===== config.mk =====
export PLATFORM = sky130hd
export DESIGN_NAME = mppc_top
export DESIGN_NICKNAME = d
export VERILOG_FILES = /design/src/hw/mppc_decode.v /design/src/hw/mppc_sync.v /design/src/hw/mppc_top.v
export VERILOG_INCLUDE_DIRS = /design/src /design/src/hw
export SDC_FILE = /design/constraint.sdc
export NUM_CORES = 1
export LEC_CHECK = 0
export CAP_MARGIN = 20
export CORE_UTILIZATION = 50
export DETAILED_ROUTE_END_ITERATION = 8
export DONT_BUFFER_PORTS = 1
export GPL_ROUTABILITY_DRIVEN = 0
export SLEW_MARGIN = 20
export SYNTH_ARGS = -nofsm -noshare
export SYNTH_HDL_FRONTEND = slang
export SYNTH_HIERARCHICAL = 1
export SYNTH_SLANG_ARGS = --single-unit

===== constraint.sdc =====
create_clock -name clk_sys -period 5.6 [get_ports clk_sys]
set_input_delay 0.56 -clock clk_sys [delete_from_list [all_inputs] [get_ports clk_sys]]
set_output_delay 0.56 -clock clk_sys [all_outputs]
set_load 0.01 [all_outputs]

===== src/hw/mppc_consts.vh =====
// constants for the multi profile pll configuration block
`ifndef MPPC_CONSTS_VH
`define MPPC_CONSTS_VH

// ----------------------------------------------------------------
// serial port
// ----------------------------------------------------------------
`define MPPC_I2C_ADDR 7'h6E
`define MPPC_BYTE_BITS 4'h8

// ----------------------------------------------------------------
// register groups: offset = group * 4 + profile
// ----------------------------------------------------------------
`define MPPC_GRP_FB 6'h00
`define MPPC_GRP_OUT 6'h01
`define MPPC_GRP_CTL 6'h02
`define MPPC_GRP_STY 6'h03
`define MPPC_GRP_OE 6'h04

// ----------------------------------------------------------------
// field positions in the control and per-output bytes
// ----------------------------------------------------------------
`define MPPC_BYP_BIT 6
`define MPPC_PS_LSB 4
`define MPPC_P_LSB 2
`define MPPC_CP_LSB 0
`define MPPC_Q0_BIT 1
`define MPPC_Q1_BIT 2
`define MPPC_Q2_BIT 5
`define MPPC_Q3_BIT 6

// ----------------------------------------------------------------
// factory contents, same for every profile
// ----------------------------------------------------------------
`define MPPC_RST_FB 8'h19
`define MPPC_RST_OUT 7'h04
`define MPPC_RST_BYP 1'h0
`define MPPC_RST_PS 2'h2
`define MPPC_RST_P 2'h0
`define MPPC_RST_CP 2'h1
`define MPPC_RST_OE 4'hF
`define MPPC_RST_STY 4'hF

// ----------------------------------------------------------------
// decode values and legal code limits
// ----------------------------------------------------------------
`define MPPC_PRE_X1 2'h0
`define MPPC_PRE_HALF 2'h1
`define MPPC_PRE_X2 2'h2
`define MPPC_FB_MIN 8'h08
`define MPPC_FB_MAX 8'h7D
`define MPPC_OUT_MIN 7'h02
`define MPPC_OUT_FULL_MAX 7'h05

`endif


===== src/hw/mppc_decode.v =====
// combinational decode of one profile's divider codes
`timescale 1ns/1ps
`include "mppc_consts.vh"
module mppc_decode (
	input wire [1:0] ref_divide_code,
	input wire [1:0] prescale_code,
	input wire [7:0] feedback_ratio_code,
	input wire [6:0] out_ratio_code,
	input wire ref_is_crystal,
	output reg [2:0] ref_ratio,
	output reg [1:0] prescale_mode,
	output wire [8:0] feedback_ratio,
	output reg [6:0] out_ratio,
	output wire code_fault
);

// ----------------------------------------------------------------
// input divider and prescaler
// ----------------------------------------------------------------
always @* begin
	case (ref_divide_code)
	2'h0: ref_ratio = 3'h1;
	2'h1: ref_ratio = 3'h2;
	2'h2: ref_ratio = 3'h4;
	default: ref_ratio = 3'h5;
	endcase
	if (ref_is_crystal) begin
		ref_ratio = 3'h1;
	end
	if (prescale_code[1]) begin
		prescale_mode = `MPPC_PRE_X2;
	end else if (prescale_code[0]) begin
		prescale_mode = `MPPC_PRE_HALF;
	end else begin
		prescale_mode = `MPPC_PRE_X1;
	end
end

// ----------------------------------------------------------------
// feedback and output dividers
// ----------------------------------------------------------------
// stored bits are ratio[8:1]
assign feedback_ratio = {feedback_ratio_code, 1'b0};

always @* begin
	if (out_ratio_code < `MPPC_OUT_MIN) begin
		// forbidden codes still give the smallest ratio
		out_ratio = `MPPC_OUT_MIN;
	end else if (out_ratio_code <= `MPPC_OUT_FULL_MAX) begin
		out_ratio = out_ratio_code;
	end else begin
		out_ratio = {out_ratio_code[6:1], 1'b0};
	end
end

// flag codes the host must avoid
assign code_fault = (feedback_ratio_code < `MPPC_FB_MIN) ||
	(feedback_ratio_code > `MPPC_FB_MAX) ||
	(out_ratio_code < `MPPC_OUT_MIN);

endmodule


===== src/hw/mppc_sync.v =====
// three-stage pin synchroniser with agreement filter
`timescale 1ns/1ps
module mppc_sync #(
	parameter WIDTH = 1,
	parameter [WIDTH-1:0] INIT = {WIDTH{1'b0}}
) (
	input wire clk_sys,
	input wire rst,
	input wire [WIDTH-1:0] pin,
	output wire [WIDTH-1:0] level
);

// ----------------------------------------------------------------
// per-bit chain
// ----------------------------------------------------------------
genvar i;
generate
	for (i = 0; i < WIDTH; i = i + 1) begin : bit_sync
		reg s1;
		reg s2;
		reg s3;
		reg filt;
		// filt moves only when stages two and three agree
		always @(posedge clk_sys) begin
			if (rst) begin
				s1 <= INIT[i];
				s2 <= INIT[i];
				s3 <= INIT[i];
				filt <= INIT[i];
			end else begin
				s1 <= pin[i];
				s2 <= s1;
				s3 <= s2;
				if (s2 == s3) begin
					filt <= s3;
				end
			end
		end
		assign level[i] = filt;
	end
endgenerate

endmodule


===== src/hw/mppc_top.v =====
// four-profile pll configuration with two-wire serial register port
// Operation
// - input divider code 00,01,10,11 gives divide by 1,2,4,5, except that ref_is_crystal forces divide by 1.
// - prescaler code 00 is x1, 01 is x0.5, 1x is x2.
// - feedback field holds ratio bits 8:1; applied ratio is twice it.
// - output codes 2 to 5 give exactly 2 to 5; 000000X forbidden.
// - output codes from 000011X ignore lsb, giving even 6 to 126.
// - bandwidth code selects charge pump current for its ratio range.
// - bypass set sends prescaler output straight to output divider.
// - bypass clear feeds the pll; output divider divides oscillator.
// - per-output enable bit: 0 high impedance, 1 driven.
// - per-output style bit: 1 lvds, 0 lvpecl.
// - four copies of every field, loaded with factory contents.
// - selection pins choose the active profile at any time.
`timescale 1ns/1ps
`include "mppc_consts.vh"
module mppc_top (
	input wire clk_sys,
	input wire rst,
	input wire scl,
	input wire sda_in,
	output reg sda_out,
	output reg sda_oe,
	input wire [1:0] profile_select_pins,
	input wire ref_is_crystal,
	output reg [1:0] active_profile,
	output reg [2:0] ref_ratio,
	output reg [1:0] prescale_mode,
	output reg [8:0] feedback_ratio,
	output reg [6:0] out_ratio,
	output reg [1:0] loop_bandwidth_code,
	output reg loop_skip,
	output reg [3:0] output_drive_on,
	output reg [3:0] output_style_sel,
	output reg config_fault
);

// ----------------------------------------------------------------
// pin synchronisers
// ----------------------------------------------------------------
wire scl_s;
wire sda_s;
wire [1:0] sel_s;
wire xtal_s;

// bus lines idle high, so they reset to one
mppc_sync #(.WIDTH(2), .INIT(2'h3)) u_bus_sync (
	.clk_sys(clk_sys),
	.rst(rst),
	.pin({scl, sda_in}),
	.level({scl_s, sda_s})
);

mppc_sync #(.WIDTH(3), .INIT(3'h0)) u_pin_sync (
	.clk_sys(clk_sys),
	.rst(rst),
	.pin({ref_is_crystal, profile_select_pins}),
	.level({xtal_s, sel_s})
);

// ----------------------------------------------------------------
// bus edge and condition detection
// ----------------------------------------------------------------
reg scl_d;
reg sda_d;
wire scl_rise = scl_s & ~scl_d;
wire scl_fall = ~scl_s & scl_d;
wire bus_start = scl_s & scl_d & sda_d & ~sda_s;
wire bus_stop = scl_s & scl_d & ~sda_d & sda_s;

// one-cycle history of the filtered lines
always @(posedge clk_sys) begin
	if (rst) begin
		scl_d <= 1'b1;
		sda_d <= 1'b1;
	end else begin
		scl_d <= scl_s;
		sda_d <= sda_s;
	end
end

// ----------------------------------------------------------------
// serial slave state machine
// ----------------------------------------------------------------
localparam ST_IDLE = 3'h0;
localparam ST_ADDR = 3'h1;
localparam ST_ACK = 3'h2;
localparam ST_WRB = 3'h3;
localparam ST_RDB = 3'h4;
localparam ST_RACK = 3'h5;

reg [2:0] state;
reg [3:0] bit_cnt;
reg [7:0] shreg;
reg [7:0] ptr;
reg rw;
reg want_ptr;
reg host_nack;
reg wr_en;
reg [7:0] wr_addr;
reg [7:0] wr_data;
wire [7:0] rd_byte;

// bytes move msb first; the line only changes while scl is low
always @(posedge clk_sys) begin
	if (rst) begin
		state <= ST_IDLE;
		bit_cnt <= 4'h0;
		shreg <= 8'h00;
		ptr <= 8'h00;
		rw <= 1'b0;
		want_ptr <= 1'b0;
		host_nack <= 1'b0;
		sda_oe <= 1'b0;
		sda_out <= 1'b0;
		wr_en <= 1'b0;
		wr_addr <= 8'h00;
		wr_data <= 8'h00;
	end else begin
		wr_en <= 1'b0;
		if (bus_start) begin
			state <= ST_ADDR;
			bit_cnt <= 4'h0;
			sda_oe <= 1'b0;
		end else if (bus_stop) begin
			state <= ST_IDLE;
			sda_oe <= 1'b0;
		end else if (scl_rise) begin
			if (state == ST_ADDR || state == ST_WRB) begin
				shreg <= {shreg[6:0], sda_s};
				bit_cnt <= bit_cnt + 4'h1;
			end else if (state == ST_RDB) begin
				bit_cnt <= bit_cnt + 4'h1;
			end else if (state == ST_RACK) begin
				host_nack <= sda_s;
			end
		end else if (scl_fall) begin
			case (state)
			ST_ADDR: begin
				if (bit_cnt == `MPPC_BYTE_BITS) begin
					if (shreg[7:1] == `MPPC_I2C_ADDR) begin
						sda_oe <= 1'b1;
						rw <= shreg[0];
						want_ptr <= ~shreg[0];
						state <= ST_ACK;
					end else begin
						state <= ST_IDLE;
					end
				end
			end
			ST_ACK: begin
				bit_cnt <= 4'h0;
				if (rw) begin
					shreg <= rd_byte;
					sda_oe <= ~rd_byte[7];
					ptr <= ptr + 8'h01;
					state <= ST_RDB;
				end else begin
					sda_oe <= 1'b0;
					state <= ST_WRB;
				end
			end
			ST_WRB: begin
				if (bit_cnt == `MPPC_BYTE_BITS) begin
					// first byte after the address is the pointer
					if (want_ptr) begin
						ptr <= shreg;
						want_ptr <= 1'b0;
					end else begin
						wr_en <= 1'b1;
						wr_addr <= ptr;
						wr_data <= shreg;
						ptr <= ptr + 8'h01;
					end
					sda_oe <= 1'b1;
					state <= ST_ACK;
				end
			end
			ST_RDB: begin
				if (bit_cnt == `MPPC_BYTE_BITS) begin
					sda_oe <= 1'b0;
					state <= ST_RACK;
				end else begin
					shreg <= {shreg[6:0], 1'b0};
					sda_oe <= ~shreg[6];
				end
			end
			ST_RACK: begin
				// a nack from the host ends the block read
				if (host_nack) begin
					state <= ST_IDLE;
				end else begin
					bit_cnt <= 4'h0;
					shreg <= rd_byte;
					sda_oe <= ~rd_byte[7];
					ptr <= ptr + 8'h01;
					state <= ST_RDB;
				end
			end
			default: begin
				sda_oe <= 1'b0;
			end
			endcase
		end
	end
end

// ----------------------------------------------------------------
// per-profile field storage
// ----------------------------------------------------------------
wire [31:0] fb_all;
wire [27:0] out_all;
wire [3:0] byp_all;
wire [7:0] ps_all;
wire [7:0] p_all;
wire [7:0] cp_all;
wire [15:0] oe_all;
wire [15:0] sty_all;
wire [5:0] wr_grp = wr_addr[7:2];

genvar g;
generate
	for (g = 0; g < 4; g = g + 1) begin : prof
		reg [7:0] fb;
		reg [6:0] outc;
		reg byp;
		reg [1:0] ps;
		reg [1:0] pd;
		reg [1:0] cp;
		reg [3:0] oe;
		reg [3:0] sty;
		always @(posedge clk_sys) begin
			if (rst) begin
				fb <= `MPPC_RST_FB;
				outc <= `MPPC_RST_OUT;
				byp <= `MPPC_RST_BYP;
				ps <= `MPPC_RST_PS;
				pd <= `MPPC_RST_P;
				cp <= `MPPC_RST_CP;
				oe <= `MPPC_RST_OE;
				sty <= `MPPC_RST_STY;
			end else if (wr_en && wr_addr[1:0] == g) begin
				case (wr_grp)
				`MPPC_GRP_FB: fb <= wr_data;
				`MPPC_GRP_OUT: outc <= wr_data[6:0];
				`MPPC_GRP_CTL: begin
					byp <= wr_data[`MPPC_BYP_BIT];
					ps <= wr_data[`MPPC_PS_LSB +: 2];
					pd <= wr_data[`MPPC_P_LSB +: 2];
					cp <= wr_data[`MPPC_CP_LSB +: 2];
				end
				`MPPC_GRP_STY: sty <= {wr_data[`MPPC_Q3_BIT],
					wr_data[`MPPC_Q2_BIT], wr_data[`MPPC_Q1_BIT],
					wr_data[`MPPC_Q0_BIT]};
				`MPPC_GRP_OE: oe <= {wr_data[`MPPC_Q3_BIT],
					wr_data[`MPPC_Q2_BIT], wr_data[`MPPC_Q1_BIT],
					wr_data[`MPPC_Q0_BIT]};
				default: ;
				endcase
			end
		end
		assign fb_all[g*8 +: 8] = fb;
		assign out_all[g*7 +: 7] = outc;
		assign byp_all[g] = byp;
		assign ps_all[g*2 +: 2] = ps;
		assign p_all[g*2 +: 2] = pd;
		assign cp_all[g*2 +: 2] = cp;
		assign oe_all[g*4 +: 4] = oe;
		assign sty_all[g*4 +: 4] = sty;
	end
endgenerate

// ----------------------------------------------------------------
// read-back mux; reserved and unused bits read zero
// ----------------------------------------------------------------
reg [7:0] rd_mux;
wire [1:0] rp = ptr[1:0];
wire [3:0] rd_oe = oe_all[rp*4 +: 4];
wire [3:0] rd_sty = sty_all[rp*4 +: 4];

always @* begin
	rd_mux = 8'h00;
	case (ptr[7:2])
	`MPPC_GRP_FB: rd_mux = fb_all[rp*8 +: 8];
	`MPPC_GRP_OUT: rd_mux = {1'b0, out_all[rp*7 +: 7]};
	`MPPC_GRP_CTL: rd_mux = {1'b0, byp_all[rp], ps_all[rp*2 +: 2],
		p_all[rp*2 +: 2], cp_all[rp*2 +: 2]};
	`MPPC_GRP_STY: rd_mux = {1'b0, rd_sty[3], rd_sty[2], 2'h0,
		rd_sty[1], rd_sty[0], 1'b0};
	`MPPC_GRP_OE: rd_mux = {1'b0, rd_oe[3], rd_oe[2], 2'h0,
		rd_oe[1], rd_oe[0], 1'b0};
	default: rd_mux = 8'h00;
	endcase
end
assign rd_byte = rd_mux;

// ----------------------------------------------------------------
// active profile decode
// ----------------------------------------------------------------
wire [2:0] dec_ref;
wire [1:0] dec_pre;
wire [8:0] dec_fb;
wire [6:0] dec_out;
wire dec_fault;

mppc_decode u_decode (
	.ref_divide_code(p_all[sel_s*2 +: 2]),
	.prescale_code(ps_all[sel_s*2 +: 2]),
	.feedback_ratio_code(fb_all[sel_s*8 +: 8]),
	.out_ratio_code(out_all[sel_s*7 +: 7]),
	.ref_is_crystal(xtal_s),
	.ref_ratio(dec_ref),
	.prescale_mode(dec_pre),
	.feedback_ratio(dec_fb),
	.out_ratio(dec_out),
	.code_fault(dec_fault)
);

always @(posedge clk_sys) begin
	if (rst) begin
		active_profile <= 2'h0;
		ref_ratio <= 3'h1;
		prescale_mode <= `MPPC_PRE_X1;
		feedback_ratio <= 9'h000;
		out_ratio <= `MPPC_OUT_MIN;
		loop_bandwidth_code <= 2'h0;
		loop_skip <= 1'b0;
		output_drive_on <= 4'h0;
		output_style_sel <= 4'h0;
		config_fault <= 1'b0;
	end else begin
		active_profile <= sel_s;
		ref_ratio <= dec_ref;
		prescale_mode <= dec_pre;
		feedback_ratio <= dec_fb;
		out_ratio <= dec_out;
		// code goes to charge pump as is
		loop_bandwidth_code <= cp_all[sel_s*2 +: 2];
		// zero means the pll is fed
		loop_skip <= byp_all[sel_s];
		output_drive_on <= oe_all[sel_s*4 +: 4];
		output_style_sel <= sty_all[sel_s*4 +: 4];
		config_fault <= dec_fault;
	end
end

endmodule


# == Word-level counts from Yosys, hierarchy flattened ==
# Index checks and enable logic that the tools add are counted.
# word_totals
regBits,221
in_bits,7
# classes
multipliers,2
mux,49
order_cmp,6
n_shift,14
n_reduce_logical,56
n_addsub,2
eq_ne,40
bitwise_logic,24
# ops
cell,n
two-way mux 8 bit,10
indexed part select 16 x 5 -> 4 bit,4
indexed part select 32 x 6 -> 8 bit,2
indexed part select 28 x 6 -> 7 bit,2
case mux 8 bit (3 select lines),2
indexed part select 8 x 4 -> 2 bit,6
case mux 8 bit (5 select lines),1
AND reduction 2 bit,20
== test 6 x 2 -> 1 bit (second input constant),4
AND reduction 6 bit,4
AND reduction 8 bit,3
two-way mux 4 bit,5
two-way mux 1 bit,17
inverter 1 bit,17
two-way mux 3 bit,5
case mux 3 bit (5 select lines),1
AND reduction 7 bit,2
== test 6 x 1 -> 1 bit (second input constant),2
== test 6 x 3 -> 1 bit (second input constant),2
logical NOT 6 bit,2
inequality test 4 x 3 -> 1 bit (second input constant),3
multiplier 2 x 3 -> 5 bit (second input constant),2
inequality test 2 x 1 -> 1 bit (second input constant),5
inequality test 3 bit (second input constant),3
other kinds (36),69

# == Logic depth before layout (Yosys ltp) ==
# logic_depth
ltp_word,8
mapped_depth,10
mapped_depth_nobuf,8

# == Cells and area by module ==
# The synthesis kept the hierarchy.
# modules_own_cells
module,instances,cells_per_inst,seq_area_each_um2,area_per_inst_um2
mppc_top,1,1008,4023.9,9683.0
mppc_sync (u_pin_sync),1,34,240.2,410.4
mppc_decode,1,37,0.0,246.5
mppc_sync (u_bus_sync),1,22,160.2,245.2

# == Worst setup path after synthesis ==
# No wires, ideal clock.
# synth_path
path_type,register -> register
start,register u_pin_sync.bit_sync[0].filt
end,register config_fault
required_ns,5.534
arrival_ns,2.380
path_slack_ns,3.154
stages_incl_launch_ff,8
cell_sequence,dfxtp_1 -> buf_4 -> buf_1 -> mux4_2 -> or4_4 -> nor3_2 -> or4_1 -> nor2b_1
# synth_between
elab_chain_len,4
elab_cells_between_ends,8
# synth_rtl
item,line,source
"start, declared",mppc_sync.v:22,reg filt;
"start signal, assigned",mppc_sync.v:29,filt <= INIT[i];
multiplier 2 x 3 -> 5 bit or indexed part select 32 x 6 -> 8 bit (tied branches),"mppc_top.v:310, mppc_top.v:309",
"indexed part select 28 x 6 -> 7 bit, or another cell as far along",mppc_top.v:310,".out_ratio_code(out_all[sel_s*7 +: 7]),"
less-than comparator 7 x 2 -> 1 bit (no line) or logical OR 1 bit (tied branches),n/a,
logical OR 1 bit (*),mppc_decode.v:57,assign code_fault = (feedback_ratio_code < `MPPC_FB_MIN) ||
via dec_fault,mppc_top.v:304,wire dec_fault;
"end signal, assigned",mppc_top.v:343,config_fault <= dec_fault;
"end, declared",mppc_top.v:35,output reg config_fault
# Mark *: on every way through the listed nets, which the timed path passes. The rest lies on a longest branch.
# A chain may end at the register's enable or synchronous reset.

# == Final worst setup path ==
# layout_path
start,register state[0]
end,register shreg[4]
# layout_between
elab_chain_len,4
elab_cells_between_ends,15
# layout_rtl
item,line,source
"start, declared",mppc_top.v:92,reg [2:0] state;
"start signal, assigned",mppc_top.v:107,state <= ST_IDLE;
"start signal, assigned",mppc_top.v:122,state <= ST_ADDR;
"start signal, assigned",mppc_top.v:126,state <= ST_IDLE;
"== test 3 bit, or another cell as far along",mppc_top.v:138,case (state)
case mux 8 bit (3 select lines) or logical OR 1 bit (tied branches),"mppc_top.v:138, mppc_top.v:129",
two-way mux 8 bit or inequality test 2 x 1 -> 1 bit (tied branches),n/a,
two-way mux 8 bit or AND reduction 8 bit (tied branches),n/a,
"end signal, assigned",mppc_top.v:130,"shreg <= {shreg[6:0], sda_s};"
"end signal, assigned",mppc_top.v:154,shreg <= rd_byte;
"end signal, assigned",mppc_top.v:184,"shreg <= {shreg[6:0], 1'b0};"
"end, declared",mppc_top.v:94,reg [7:0] shreg;
# Parallel ways exist; a longest one is shown, timed or not. The select of a mux whose other input is x is not followed.

==> metrics <==
status=completed; Starting Density=51.6%; # setup viols final=0; average instance area after synthesis=9.61 µm²; worst-case reg-to-reg path depth=6; most instantiated library cell after synthesis=sky130_fd_sc_hd__dfxtp_1; beginning of the worst register-to-register path=state[0]; R2R setup slack=2.84 ns; Switching Fraction=20.0%; Synth-to-Final Area Change=7.79%; Switch Pwr=0.684 mW; proportion of netlist area held by the largest area contributor=41.8%; root buffer cell=sky130_fd_sc_hd__clkbuf_16; antenna violations before repair=0; startpoint kind of the worst setup timing path=register; residual overflow from global routing=0; total power density per cell area=300 nW/µm²; end of the worst register-to-register path=shreg[4]; clock slew seen by the registers of the worst setup and hold paths=0.06 ns; Critical Path RT=6.06 ns; worst slack after detailed placement=2.86 ns; H-tree level count=1; CP startpoint=state[0]; Global Route Usage Sum=25.8%; leakage power summed over all cells=4.23 nW; number of instances in the synthesized netlist=1101; post-route antenna net violation count=0; number of synthesized flops with an enable pin=0; antenna cell count=0; sequential element share of the synthesized area=41.8%; number of buffers inserted during clock tree synthesis=25; pin slew with the least headroom to its limit=1.06 ns; Cell variety after synth=70; post-cts resize count=0; die area=21800 µm²; average vias per placed instance=6.01; portion of total power attributed to sequential cells=46.5%; post-synthesis register bit count=221; wire length per cell after detailed routing=20.9 µm; TNS Setup=0 ns; path type of the worst setup path=register to register; Setup Fix Bufs, Post-CTS=0; drt first-iter violations=550; input/output buffers=0; vias in the first global route=7520; Worst setup endpoint=shreg[4]; worst-case clock buffer depth=3; Met2 Routed Length=12.9 mm; Relative slew margins=29.1%; via count=7957; post-synthesis instance area=10600 µm²; number of clock sinks=221; total length of routed wires=27.7 mm; CTS tree=built; top cells by area, synth=sky130_fd_sc_hd__dfxtp_1 42%, sky130_fd_sc_hd__mux4_2 13%, sky130_fd_sc_hd__nand2_1 4.9%, sky130_fd_sc_hd__mux2i_1 4.4%, sky130_fd_sc_hd__nand3_1 3.6%; Hold/Removal Path Class=input pin to register; Max Fclk=0.362 GHz; # hold bufs at CTS=0; Fin Clk Skew=0.0245 ns; share of final-layout standard cells stronger than drive strength 1=15.5%; final worst setup slack=2.84 ns; area inside the core boundary=20500 µm²; met1 WL=12.5 mm; max-slew violation count=0; element type at the critical path end=register; Worst VDD drop=0.000257 V; prevailing post-synth register cell=sky130_fd_sc_hd__dfxtp_1; part of the power in the clock network=53.1%; unrepaired setup endpoints after global routing=false; clk_lat worst skew=0.53 ns; net count after synthesis=1118; final worst-path cycle share=49.3%; I/O Pins=44; cell taking the most area after synthesis=sky130_fd_sc_hd__dfxtp_1; Warnings, synthesis=6; number of DRC violations after detailed routing=0; Logic pwr share=0.5%; number of nets in the layout=1051; min cycle time layout=2.76 ns; most numerous cell types in the synthesized netlist=221 x sky130_fd_sc_hd__dfxtp_1, 137 x sky130_fd_sc_hd__nand2_1, 77 x sky130_fd_sc_hd__nand3_1; Chip Height=148 µm; Final Hold Viols=0; topmost layer with routed signal wires=met4; arrival time worst endpoint=3.22 ns; met3 wirelength from detailed routing=1.58 mm; critical-path maximum fanout=17; standard-cell row count=52; share of synthesized flip-flops with an asynchronous set or reset=0%; Internal Pwr Total=2.74 mW; total iterations of the first detailed-routing run=4; HPWL Detailed=17.3 mm; number of maximum-capacitance violations=0; Die Wd=148 µm; first-pass GRT wire length=43.9 mm; pin count of the biggest net entering global routing=218
per-stage QoR:
stage,cells,hold slack (ns),total power [mW],cell area [µm²],util [%]
2_1_floorplan,1101,0.383,1.66,10600,-
3_3_place_gp,1277,0.390,1.64,10500,51.2
3_5_place_dp,1277,0.391,1.64,10500,51.2
4_1_cts,1323,0.0962,3.46,11400,55.7
5_1_grt,1323,0.117,3.53,11400,55.7
6_report,1323,0.145,3.43,11400,55.7
worst min path at each step:
stage                                    from                         to  slack (ns)  cells past startpoint
floorplan           u_bus_sync/bit_sync[0].s1  u_bus_sync/bit_sync[0].s2        0.38                      1
global placement    u_bus_sync/bit_sync[1].s1  u_bus_sync/bit_sync[1].s2        0.39                      1
detailed placement  u_bus_sync/bit_sync[1].s1  u_bus_sync/bit_sync[1].s2        0.39                      1
CTS                                       rst              prof[0].pd[0]         0.1                      1
global route                              rst                   state[0]        0.12                      1
finish                                    scl  u_bus_sync/bit_sync[1].s1        0.15                      1
metal layers:
| metal | vias up | track usage (%) |
|---|---|---|
| met2 | 209 | 41.2 |
| met4 | 0 | 7.58 |
| met3 | 48 | 4.48 |
| li1 | 3771 | - |
| met5 | - | 0 |
| met1 | 3929 | 35.8 |
registers in the layout, indices dropped and copies added, names as in the netlist, 3 cells and up:
signal and count:
prof.fb 32, prof.outc 28, prof.oe 16, prof.sty 16
feedback_ratio 9, prof.cp 8, prof.pd 8, prof.ps 8
ptr 8, shreg 8, wr_addr 8, wr_data 8
out_ratio 7, bit_cnt 4, output_drive_on 4, output_style_sel 4
prof.byp 4, ref_ratio 3, state 3, u_pin_sync/bit_sync.filt 3
u_pin_sync/bit_sync.s1 3, u_pin_sync/bit_sync.s2 3, u_pin_sync/bit_sync.s3 3
critical path, cell delays in order, from the launching register on:
cell                        delay [ns]
sky130_fd_sc_hd__dfxtp_1          0.65
sky130_fd_sc_hd__inv_1            0.15
sky130_fd_sc_hd__a21oi_1          0.81
sky130_fd_sc_hd__nand2_1          0.11
sky130_fd_sc_hd__a2111oi_0        0.79
sky130_fd_sc_hd__nand2_1          0.10
sky130_fd_sc_hd__o21ai_0          0.09
final cells by class:
type | instances | area (µm²)
Sequential cell | 221 | 4430
Inverter | 12 | 45.0
Multi-Input combinational cell | 759 | 5560
Tap cell | 270 | 338
Clock inverter | 16 | 240
Timing Repair Buffer | 15 | 113
Clock buffer | 30 | 684
Fill cell | 1809 | 9080
placed cells by master, fill, tap and decap left out, types with 5 or more instances in the layout:
master / instances
sky130_fd_sc_hd__a211o_1: 36
sky130_fd_sc_hd__or2_1: 7
sky130_fd_sc_hd__nor2b_2: 6
sky130_fd_sc_hd__a211oi_1: 6
sky130_fd_sc_hd__clkinv_2: 7
sky130_fd_sc_hd__nand3_1: 77
sky130_fd_sc_hd__bufinv_16: 6
sky130_fd_sc_hd__nor3_1: 5
sky130_fd_sc_hd__or2_2: 6
sky130_fd_sc_hd__clkbuf_16: 25
sky130_fd_sc_hd__mux2i_1: 47
sky130_fd_sc_hd__dfxtp_1: 219
sky130_fd_sc_hd__nand2_1: 137
sky130_fd_sc_hd__inv_1: 12
sky130_fd_sc_hd__buf_4: 15
sky130_fd_sc_hd__nor2b_1: 42
sky130_fd_sc_hd__a21oi_1: 76
sky130_fd_sc_hd__mux4_2: 60
sky130_fd_sc_hd__ha_1: 10
sky130_fd_sc_hd__and3_1: 41
sky130_fd_sc_hd__or3_1: 6
sky130_fd_sc_hd__nand4_1: 5
sky130_fd_sc_hd__nor2_1: 64
sky130_fd_sc_hd__nand3b_1: 26
sky130_fd_sc_hd__o21ai_0: 26
power groups by stage:
stage | clock (mW) | combinational (mW) | sequential, mW
global route | 1.92 | 0.0178 | 1.59
detailed placement | 0 | 0.0161 | 1.63
global placement | 0 | 0.0159 | 1.63
finish | 1.82 | 0.0159 | 1.59
CTS | 1.85 | 0.0162 | 1.59
floorplan | 0 | 0.0367 | 1.62
cell families after synthesis:
| logic type | Yosys count | share of synthesized area [%] |
|---|---|---|
| fa+ha+maj | 10 | 1.18 |
| mux | 107 | 17.2 |
| other cells | 2 | 0.0709 |
| compound gates | 173 | 10.5 |
| simple gates | 462 | 22.9 |
| buf+inv | 121 | 5.98 |
| flops | 221 | 41.8 |
| xor+xnor | 5 | 0.414 |
Note: power is estimated with default switching activity, not from simulation.
